File: config.mk
export PLATFORM = sky130hd
export DESIGN_NAME = ssms_top
export DESIGN_NICKNAME = d
export VERILOG_FILES = /design/src/rtl/ssms_pkg.sv /design/src/rtl/ssms_sync.sv /design/src/rtl/ssms_mask_reg.sv /design/src/rtl/ssms_top.sv
export SDC_FILE = /design/constraint.sdc
export NUM_CORES = 1
export LEC_CHECK = 0
export ABC_AREA = 1
export BUFFER_PORTS_ARGS = -buffer_cell sky130_fd_sc_hd__buf_2
export CORE_MARGIN = 1
export CORE_UTILIZATION = 39
export DETAILED_ROUTE_END_ITERATION = 8
export HOLD_SLACK_MARGIN = 0.15
export PLACE_DENSITY = 0.83
export SETUP_SLACK_MARGIN = 0.15
export SKIP_LAST_GASP = 1
export SLEW_MARGIN = 25
export SYNTH_ARGS = -nofsm -noshare
export SYNTH_HDL_FRONTEND = slang
export SYNTH_HIERARCHICAL = 1
export SYNTH_SLANG_ARGS = --single-unit
File: constraint.sdc
create_clock -name clock -period 1.2 [get_ports clock]
set_input_delay 0.36 -clock clock [delete_from_list [all_inputs] [get_ports clock]]
set_output_delay 0.36 -clock clock [all_outputs]
set_load 0.005 [all_outputs]
File: src/rtl/ssms_pkg.sv
// Constants shared by the socket mask and present-state register bank
`default_nettype none
package ssms_pkg;
   // ==========================================================
   // Bus widths and offsets
   localparam int SSMS_DATA_W = 32;
   localparam int SSMS_ADDR_W = 8;
   localparam logic [SSMS_ADDR_W-1:0] SSMS_MASK_OFFSET = 8'h04;
   localparam logic [SSMS_ADDR_W-1:0] SSMS_STATE_OFFSET = 8'h08;
   localparam logic [SSMS_DATA_W-1:0] SSMS_ZERO_WORD = 32'h0000_0000;
   // ==========================================================
   // Mask register layout
   localparam int SSMS_MASK_W = 4;
   localparam int SSMS_MASK_STS = 0;
   localparam int SSMS_MASK_CD_LO = 1;
   localparam int SSMS_MASK_CD_HI = 2;
   localparam int SSMS_MASK_PWR = 3;
   localparam logic [SSMS_MASK_W-1:0] SSMS_MASK_RESET = 4'h0;
   localparam logic [1:0] SSMS_CD_ENABLE = 2'h3;
   // ==========================================================
   // Event bit layout (event register lives outside)
   localparam int SSMS_EVENT_W = 4;
   localparam int SSMS_EV_STS = 0;
   localparam int SSMS_EV_CD1 = 1;
   localparam int SSMS_EV_CD2 = 2;
   localparam int SSMS_EV_PWR = 3;
   // ==========================================================
   // Present-state layout
   localparam int SSMS_PS_YY_SOCK = 31;
   localparam int SSMS_PS_XX_SOCK = 30;
   localparam int SSMS_PS_3V3_SOCK = 29;
   localparam int SSMS_PS_5V_SOCK = 28;
   localparam int SSMS_PS_RSVD_HI = 27;
   localparam int SSMS_PS_RSVD_LO = 14;
   localparam int SSMS_PS_VOLT_HI = 13;
   localparam int SSMS_PS_VOLT_LO = 10;
   localparam int SSMS_PS_BADV = 9;
   localparam int SSMS_PS_LOSS = 8;
   localparam int SSMS_PS_NOTCARD = 7;
   localparam int SSMS_PS_READY = 6;
   localparam int SSMS_PS_CB = 5;
   localparam int SSMS_PS_16 = 4;
   localparam int SSMS_PS_PWR = 3;
   localparam int SSMS_PS_CD2 = 2;
   localparam int SSMS_PS_CD1 = 1;
   localparam int SSMS_PS_STS = 0;
   localparam int SSMS_VOLT_W = 4;
   localparam logic SSMS_YY_SOCK_RESET = 1'h0;
   localparam logic SSMS_XX_SOCK_RESET = 1'h0;
   localparam logic SSMS_3V3_SOCK_RESET = 1'h1;
   localparam int SSMS_RSVD_W = 14;
   // ==========================================================
   // Pin synchroniser lanes
   localparam int SSMS_PIN_W = 5;
   localparam int SSMS_PIN_CD1 = 0;
   localparam int SSMS_PIN_CD2 = 1;
   localparam int SSMS_PIN_STS = 2;
   localparam int SSMS_PIN_READY = 3;
   localparam int SSMS_PIN_PCI_BUS_RESET = 4;
   localparam logic [SSMS_PIN_W-1:0] SSMS_PIN_RESET = 5'h1f;
endpackage : ssms_pkg
`default_nettype wire

File: src/rtl/ssms_sync.sv
// Two-flop synchroniser for socket pins
`default_nettype none
module ssms_sync #(
   parameter int WIDTH = 1,
   parameter logic [WIDTH-1:0] RESET_VAL = '0
) (
   input wire logic clock,
   input wire logic rst_b,
   input wire logic [WIDTH-1:0] pin,
   output logic [WIDTH-1:0] synced
);
   // ==========================================================
   // Per-bit double flop; first stage feeds only the second
   genvar i;
   generate
      for (i = 0; i < WIDTH; i++) begin : g_lane
         logic stage1;
         logic stage2;
         always_ff @(posedge clock or negedge rst_b) begin
            if (!rst_b) begin
               stage1 <= RESET_VAL[i];
               stage2 <= RESET_VAL[i];
            end else begin
               stage1 <= pin[i];
               stage2 <= stage1;
            end
         end
         assign synced[i] = stage2; // One driver per lane bit
      end
   endgenerate
endmodule : ssms_sync
`default_nettype wire

File: src/rtl/ssms_mask_reg.sv
// Socket interrupt mask with power-management context clearing
`default_nettype none
module ssms_mask_reg
   import ssms_pkg::*;
(
   input wire logic clock,
   input wire logic rst_b,
   input wire logic bus_reset,
   input wire logic pme_enable,
   input wire logic wr_en,
   input wire logic [ssms_pkg::SSMS_MASK_W-1:0] wr_data,
   output logic [ssms_pkg::SSMS_MASK_W-1:0] mask
);
   // ==========================================================
   // Clear selection
   wire ctx_clear = bus_reset && !pme_enable; // Context bits keep state across bus reset under PME
   wire [SSMS_MASK_W-1:0] next_mask;
   assign next_mask[SSMS_MASK_PWR] = bus_reset ? SSMS_MASK_RESET[SSMS_MASK_PWR] :
                                     wr_en ? wr_data[SSMS_MASK_PWR] : mask[SSMS_MASK_PWR];
   assign next_mask[SSMS_MASK_CD_HI:SSMS_MASK_STS] = ctx_clear ?
                                     SSMS_MASK_RESET[SSMS_MASK_CD_HI:SSMS_MASK_STS] :
                                     wr_en ? wr_data[SSMS_MASK_CD_HI:SSMS_MASK_STS] :
                                     mask[SSMS_MASK_CD_HI:SSMS_MASK_STS];

   // Global reset clears everything
   always_ff @(posedge clock or negedge rst_b) begin
      if (!rst_b) begin
         mask <= SSMS_MASK_RESET;
      end else begin
         mask <= next_mask;
      end
   end
endmodule : ssms_mask_reg
`default_nettype wire

File: src/rtl/ssms_top.sv
// Socket interrupt mask and present-state register bank
`default_nettype none
module ssms_top
   import ssms_pkg::*;
(
   input wire logic clock,
   input wire logic rst_b,
   input wire logic pci_bus_reset_b,
   input wire logic pme_enable,
   input wire logic [ssms_pkg::SSMS_ADDR_W-1:0] reg_addr,
   input wire logic reg_wr,
   input wire logic reg_rd,
   input wire logic [ssms_pkg::SSMS_DATA_W-1:0] reg_wr_data,
   output logic [ssms_pkg::SSMS_DATA_W-1:0] reg_rd_data,
   input wire logic [ssms_pkg::SSMS_EVENT_W-1:0] event_bits,
   input wire logic force_wr,
   input wire logic [ssms_pkg::SSMS_DATA_W-1:0] force_data,
   input wire logic five_volt_override,
   input wire logic card_inserted,
   input wire logic interrogating,
   input wire logic [ssms_pkg::SSMS_VOLT_W-1:0] sensed_card_volts,
   input wire logic sensed_cardbus_card,
   input wire logic sensed_16bit_card,
   input wire logic sensed_not_a_card,
   input wire logic socket_powered_flag,
   input wire logic invalid_supply_request,
   input wire logic removal_data_loss,
   input wire logic detect_line_one_pin,
   input wire logic detect_line_two_pin,
   input wire logic status_change_line_pin,
   input wire logic ready_line_pin,
   output logic socket_change_interrupt
);
   // ==========================================================
   // Pin synchronisation
   logic [SSMS_PIN_W-1:0] pin_sync;
   ssms_sync #(
      .WIDTH(SSMS_PIN_W),
      .RESET_VAL(SSMS_PIN_RESET)
   ) u_pin_sync (
      .clock(clock),
      .rst_b(rst_b),
      .pin({!pci_bus_reset_b, ready_line_pin, status_change_line_pin, detect_line_two_pin, detect_line_one_pin}),
      .synced(pin_sync)
   );
   // Bus reset is trusted only after the synchroniser has filled with real samples
   logic pci_bus_seen;
   logic [1:0] settle;
   always_ff @(posedge clock or negedge rst_b) begin
      if (!rst_b) begin
         settle <= 2'h0;
         pci_bus_seen <= 1'h0;
      end else begin
         settle <= {settle[0], 1'h1};
         pci_bus_seen <= settle[1];
      end
   end

   // Bus reset lane resets to its active level; the settle gate hides that until real samples arrive
   wire bus_reset = pin_sync[SSMS_PIN_PCI_BUS_RESET] && pci_bus_seen;
   wire ctx_clear = bus_reset && !pme_enable;
   wire status_change_line_state = pin_sync[SSMS_PIN_STS];
   wire ready_line_state = pin_sync[SSMS_PIN_READY];

   // ==========================================================
   // Mask register
   logic [SSMS_MASK_W-1:0] mask;
   wire mask_hit = reg_addr == SSMS_MASK_OFFSET;
   wire state_hit = reg_addr == SSMS_STATE_OFFSET;
   ssms_mask_reg u_mask (
      .clock(clock),
      .rst_b(rst_b),
      .bus_reset(bus_reset),
      .pme_enable(pme_enable),
      .wr_en(reg_wr && mask_hit),
      .wr_data(reg_wr_data[SSMS_MASK_W-1:0]),
      .mask(mask)
   );
   wire power_cycle_irq_enable = mask[SSMS_MASK_PWR];
   wire [1:0] card_detect_irq_enable = mask[SSMS_MASK_CD_HI:SSMS_MASK_CD_LO];
   wire status_change_irq_enable = mask[SSMS_MASK_STS];
   // Only the full 11 code opens detect events; reserved codes stay closed
   wire cd_open = card_detect_irq_enable == SSMS_CD_ENABLE;

   // ==========================================================
   // Interrupt gating; event bits are set elsewhere and are never touched by the mask
   wire [SSMS_EVENT_W-1:0] event_enable = {power_cycle_irq_enable, cd_open, cd_open, status_change_irq_enable};
   wire next_irq = |(event_bits & event_enable);
   always_ff @(posedge clock or negedge rst_b) begin
      if (!rst_b) begin
         socket_change_interrupt <= 1'h0;
      end else begin
         socket_change_interrupt <= next_irq;
      end
   end

   // ==========================================================
   // Socket capability bits; YY, XX and 3.3 V overridable by force writes, 5 V cleared by five_volt_override
   logic socket_supports_yy_volt;
   logic socket_supports_xx_volt;
   logic socket_supports_3v3;
   wire socket_supports_5v = !five_volt_override;
   always_ff @(posedge clock or negedge rst_b) begin
      if (!rst_b) begin
         socket_supports_yy_volt <= SSMS_YY_SOCK_RESET;
         socket_supports_xx_volt <= SSMS_XX_SOCK_RESET;
         socket_supports_3v3 <= SSMS_3V3_SOCK_RESET;
      end else if (bus_reset) begin
         socket_supports_yy_volt <= SSMS_YY_SOCK_RESET;
         socket_supports_xx_volt <= SSMS_XX_SOCK_RESET;
         socket_supports_3v3 <= SSMS_3V3_SOCK_RESET;
      end else if (force_wr) begin
         socket_supports_yy_volt <= force_data[SSMS_PS_YY_SOCK];
         socket_supports_xx_volt <= force_data[SSMS_PS_XX_SOCK];
         socket_supports_3v3 <= force_data[SSMS_PS_3V3_SOCK];
      end
   end

   // ==========================================================
   // Card voltage and type: loaded at insertion; forced voltage bits OR in, forced type bits replace the type
   logic [SSMS_VOLT_W-1:0] card_volts;
   logic cardbus_card;
   logic bit16_card;
   logic not_a_card;
   wire [SSMS_VOLT_W-1:0] forced_volts = force_wr ? force_data[SSMS_PS_VOLT_HI:SSMS_PS_VOLT_LO] : 4'h0;
   wire [SSMS_VOLT_W-1:0] next_card_volts = (card_inserted ? sensed_card_volts : card_volts) | forced_volts;
   wire next_cardbus = force_wr ? force_data[SSMS_PS_CB] : card_inserted ? sensed_cardbus_card : cardbus_card;
   wire next_16bit = force_wr ? force_data[SSMS_PS_16] : card_inserted ? sensed_16bit_card : bit16_card;
   wire next_notcard = force_wr ? force_data[SSMS_PS_NOTCARD] : card_inserted ? sensed_not_a_card : not_a_card;
   always_ff @(posedge clock or negedge rst_b) begin
      if (!rst_b) begin
         card_volts <= 4'h0;
         cardbus_card <= 1'h0;
         bit16_card <= 1'h0;
         not_a_card <= 1'h0;
      end else if (ctx_clear) begin
         card_volts <= 4'h0;
         cardbus_card <= 1'h0;
         bit16_card <= 1'h0;
         not_a_card <= 1'h0;
      end else begin
         card_volts <= next_card_volts;
         cardbus_card <= next_cardbus;
         bit16_card <= next_16bit;
         not_a_card <= next_notcard;
      end
   end

   // ==========================================================
   // Sticky fault flags: a setting event beats a force write of zero
   logic invalid_supply_request_flag;
   logic removal_data_loss_flag;
   wire next_badv = invalid_supply_request ||
                    (force_wr ? force_data[SSMS_PS_BADV] : invalid_supply_request_flag);
   wire next_loss = removal_data_loss ||
                    (force_wr ? force_data[SSMS_PS_LOSS] : removal_data_loss_flag);
   always_ff @(posedge clock or negedge rst_b) begin
      if (!rst_b) begin
         invalid_supply_request_flag <= 1'h0;
         removal_data_loss_flag <= 1'h0;
      end else if (ctx_clear) begin
         invalid_supply_request_flag <= 1'h0;
         removal_data_loss_flag <= 1'h0;
      end else begin
         invalid_supply_request_flag <= next_badv;
         removal_data_loss_flag <= next_loss;
      end
   end

   // ==========================================================
   // Detect lines frozen while the card is being identified
   logic detect_line_one_state;
   logic detect_line_two_state;
   always_ff @(posedge clock or negedge rst_b) begin
      if (!rst_b) begin
         detect_line_one_state <= 1'h0;
         detect_line_two_state <= 1'h0;
      end else if (ctx_clear) begin
         detect_line_one_state <= 1'h0;
         detect_line_two_state <= 1'h0;
      end else if (!interrogating) begin
         detect_line_one_state <= pin_sync[SSMS_PIN_CD1];
         detect_line_two_state <= pin_sync[SSMS_PIN_CD2];
      end
   end

   // ==========================================================
   // Present-state word and read mux
   wire [SSMS_DATA_W-1:0] state_word = {socket_supports_yy_volt, socket_supports_xx_volt, socket_supports_3v3,
                                        socket_supports_5v, {SSMS_RSVD_W{1'b0}}, card_volts,
                                        invalid_supply_request_flag, removal_data_loss_flag, not_a_card,
                                        ready_line_state, cardbus_card, bit16_card, socket_powered_flag,
                                        detect_line_two_state, detect_line_one_state,
                                        status_change_line_state};
   wire [SSMS_DATA_W-1:0] mask_word = {{(SSMS_DATA_W-SSMS_MASK_W){1'b0}}, mask};
   // Unmapped offsets answer zero rather than holding stale data
   wire [SSMS_DATA_W-1:0] next_rd_data = mask_hit ? mask_word : state_hit ? state_word : SSMS_ZERO_WORD;
   always_ff @(posedge clock or negedge rst_b) begin
      if (!rst_b) begin
         reg_rd_data <= SSMS_ZERO_WORD;
      end else if (reg_rd) begin
         reg_rd_data <= next_rd_data;
      end
   end
endmodule : ssms_top
`default_nettype wire

==> flow_metrics.env <==
export IMPL_place_congestion=0.7656
export IMPL_netSwitchingFraction_pct=25.36
export IMPL_hold_depth=3
export IMPL_avgViaCountPerCell=4.379
export IMPL_start_kind="register"
export IMPL_period_share_pct=100.3
export IMPL_clockBufferDepth=2
export IMPL_cts_buffers=5
export IMPL_netlist_instances=252
export IMPL_muxShareOfSynthArea_pct=2.280
export IMPL_area_delta_synth_final_pct=32.74
export IMPL_dr_pass1_iters=4
export IMPL_start_util_pct=41.10
export IMPL_hold_violations=0
export IMPL_ir_worst_vdd_mv=0.5999
export IMPL_path_class="reg -> out"
export IMPL_yosysTopAreaCellShare_pct=42.35
export IMPL_rr_endpoint="bit16_card$_DFFE_PN0P_"
export IMPL_grt_overflow=0
export IMPL_antenna_found_initial=0
export IMPL_die_area_sq_mm=0.006221
export IMPL_setup_slack_ns=-0.003929
export IMPL_fin_nets=446
export IMPL_finClkSkew_ns=0.01525
export IMPL_synth_simple_gate_area_share_pct=26.93
export IMPL_cts_htree_levels=2
export IMPL_worstHoldEndpoint="removal_data_loss_flag$_DFF_PN0_"
export IMPL_die_w_um=78.88
export IMPL_setup_viol=1
export IMPL_yosysTopAreaCell="dfrtp_1"
export IMPL_clockRootBuffer="clkbuf_8"
export IMPL_die_y_um=78.88
export IMPL_grt_pass1_wl_mm=7.452
export IMPL_yosys_top_cells_area="dfrtp_1 (42%), nand2_1 (13%), dfstp_2 (13%)"
export IMPL_hold_path_class="in -> reg"
export IMPL_cp_slowest_cell="dfrtp_1"
export IMPL_cp_top_family="flip-flops"
export IMPL_vias=1835
export IMPL_slew_viol_final=0
export IMPL_top_level_ports=133
export IMPL_io_buffers=70
export IMPL_whs_ns=0.2648
export IMPL_crit_path_end_kind="output pin"
export IMPL_drive_above_1_share_pct=42.65
export IMPL_reg2regPathDepth=5
export IMPL_post_route_util_pct=54.55
export IMPL_switchingPower_uw=800.8
export IMPL_sequentialPowerShare_pct=57.8
export IMPL_core_area_sq_mm=0.005608
export IMPL_antennaDiodeCount=0
export IMPL_dr_first_iter_drc_count=91
export IMPL_seq_area_frac_synth_pct=54.89
export IMPL_track_usage_pct=15.55
export IMPL_drt_wl_total_mm=4.618
export IMPL_crit_arrival_ns=0.84
export IMPL_fp_row_count=27
export IMPL_clock_latency_ns=0.31
export IMPL_drv_cap=0
export IMPL_status="complete, but fails checks"
export IMPL_dp_hpwl_mm=3.385
export IMPL_worstPathBufferInverterCount=1
export IMPL_pwr_share_clk_pct=30.1
export IMPL_crit_required_ns=0.84
export IMPL_path_clk_slew_ns=0.10
export IMPL_yosysWarningCount=6
export IMPL_r2r_start="u_pin_sync/g_lane[4].stage2$_DFF_PN1_"
export IMPL_synth_top_family_by_area="simple AND/OR/NAND/NOR gates"
export IMPL_drc=0
export IMPL_grt_start_max_net_pins=31
export IMPL_hold_start="removal_data_loss"
export IMPL_rsz0062_at_grt="yes"
export IMPL_critPathMaxFanout=2
export IMPL_slowest_delay_ns=0.40
export IMPL_synth_fa_ha_area_share_pct=0
export IMPL_clock_sinks=50
export IMPL_violations="negative setup slack"
export IMPL_design_area_sq_mm=0.003059
export IMPL_min_period_ns=1.204
export IMPL_p_per_area_mw_per_mm2=1032
export IMPL_ant_nets=0
export IMPL_synthXorXnorAreaFrac_pct=0
export IMPL_wl_per_cell_um=11.02
export IMPL_synth_compound_area_share_pct=3.094
export IMPL_cts_tree="built"
export IMPL_reg2reg_setup_slack_ns=0.08
export IMPL_grt_pass1_vias=1716
export IMPL_max_freq_mhz=830.6
export IMPL_power_frac_comb_pct=12.1
export IMPL_syn_area_sq_mm=0.002305
export IMPL_intPower_mw=2.357
export IMPL_ys_ff_latch=50
export IMPL_synth_distinct_cells=27
export IMPL_placed_cell_area_sq_mm=0.002778
export IMPL_syn_avg_cell_area_sq_um=9.146
export IMPL_crit_chain="buf_2"
export IMPL_p_leak_nw=1.739
repair_timing:
action | CTS | global route
pin swaps | 3 | 0
endpoints found under the hold margin | 14 | 0
resized for setup | 3 | 1
setup buffers | 11 | 5
setup endpoints to repair | 29 | 31
hold buffers | 6 | 0
synth_stat cells:
| cell type | instances |
|---|---|
| and2_4 | 1 |
| o211ai_1 | 1 |
| dfrtp_1 | 39 |
| nand2_4 | 2 |
| nor2_4 | 1 |
| nor3_1 | 1 |
| o21ai_0 | 2 |
| nand3b_1 | 1 |
| o21ai_1 | 8 |
| mux2i_1 | 3 |
| nor2_1 | 14 |
| nor2_8 | 1 |
| a31oi_1 | 1 |
| buf_8 | 1 |
| mux2_2 | 2 |
| o21bai_1 | 1 |
| nand3_2 | 10 |
| and3_1 | 1 |
| nand2_2 | 1 |
| conb_1 | 2 |
| inv_1 | 21 |
| dfstp_2 | 11 |
| nand2_1 | 80 |
| inv_2 | 7 |
| buf_4 | 19 |
| buf_2 | 5 |
| nand3_1 | 16 |
logic make-up after synthesis:
kind of cell	count (synthesis)
multiplexers	5
buffers and inverters	53
AO/OA/AOI/OAI	13
other	2
AND/OR/NAND/NOR	129
flip-flops	50
state kept, by name, indices dropped and copies added (netlist names), 2 cells and up:
register / flops
u_pin_sync/g_lane.stage1: 5
card_volts: 4
u_mask/mask: 4
settle: 2
u_pin_sync/g_lane.stage2: 5
reg_rd_data: 18
per-stage QoR:
step | setup TNS [ns] | setup slack (ns) | power (mW) | std cells
after floorplan | 0 | 0.1110 | 2.068 | 265
after global placement | -1.265 | -0.1027 | 2.202 | 389
after detailed placement | -1.371 | -0.1041 | 2.214 | 389
after CTS | -0.006728 | -0.004128 | 3.188 | 414
after global routing | -0.2163 | -0.03132 | 3.311 | 419
final | -0.003929 | -0.003929 | 3.158 | 419
routing by layer:
layer	up-vias	wire [um]	track usage (%)
li1	933	-	-
met1	842	2045	20.18
met2	54	2250	26.00
met3	6	259	3.678
met4	0	62	4.364
met5	-	0	0
worst max-delay path by stage:
stage	startpoint	end	slack, ns	depth (start not counted)
3_5_place_dp	reg_addr[7]	u_mask/mask[3]$_DFFE_PN0P_	-0.10	8
3_3_place_gp	reg_addr[7]	u_mask/mask[3]$_DFFE_PN0P_	-0.10	8
2_1_floorplan	u_pin_sync/g_lane[4].stage2$_DFF_PN1_	bit16_card$_DFFE_PN0P_	0.11	6
5_1_grt	reg_rd_data[4]$_DFFE_PN0P_	reg_rd_data[4]	-0.03	1
6_report	reg_rd_data[12]$_DFFE_PN0P_	reg_rd_data[12]	-0.004	1
4_1_cts	reg_rd_data[11]$_DFFE_PN0P_	reg_rd_data[11]	-0.004	1
cells in the final DEF (no fill, tap or decap), types with 10 or more instances in the layout:
master / n
dfstp_2: 11
inv_1: 16
nor2_1: 12
buf_4: 21
nand2_1: 78
nand3_2: 10
buf_2: 70
nand3_1: 16
dfrtp_1: 39
conb_1: 15
layout make-up:
| type | count | area [sq um] |
|---|---|---|
| flip-flops and latches | 50 | 1265 |
| clock buffers | 6 | 72.57 |
| inverters | 28 | 143.9 |
| fillers | 504 | 2549 |
| repair buffers | 99 | 608.1 |
| multi-input cells | 162 | 864.6 |
| clock inverters | 2 | 15.01 |
| well taps | 72 | 90.09 |
power by group through the flow:
stage	clock (mW)	sequential [mW]	combinational, mW
5_1_grt	1.05	1.83	0.428
4_1_cts	0.981	1.82	0.383
6_report	0.950	1.82	0.383
2_1_floorplan	0	1.84	0.228
3_3_place_gp	0	1.85	0.348
3_5_place_dp	0	1.86	0.357
No activity file was read; power rests on OpenSTA's default activity.
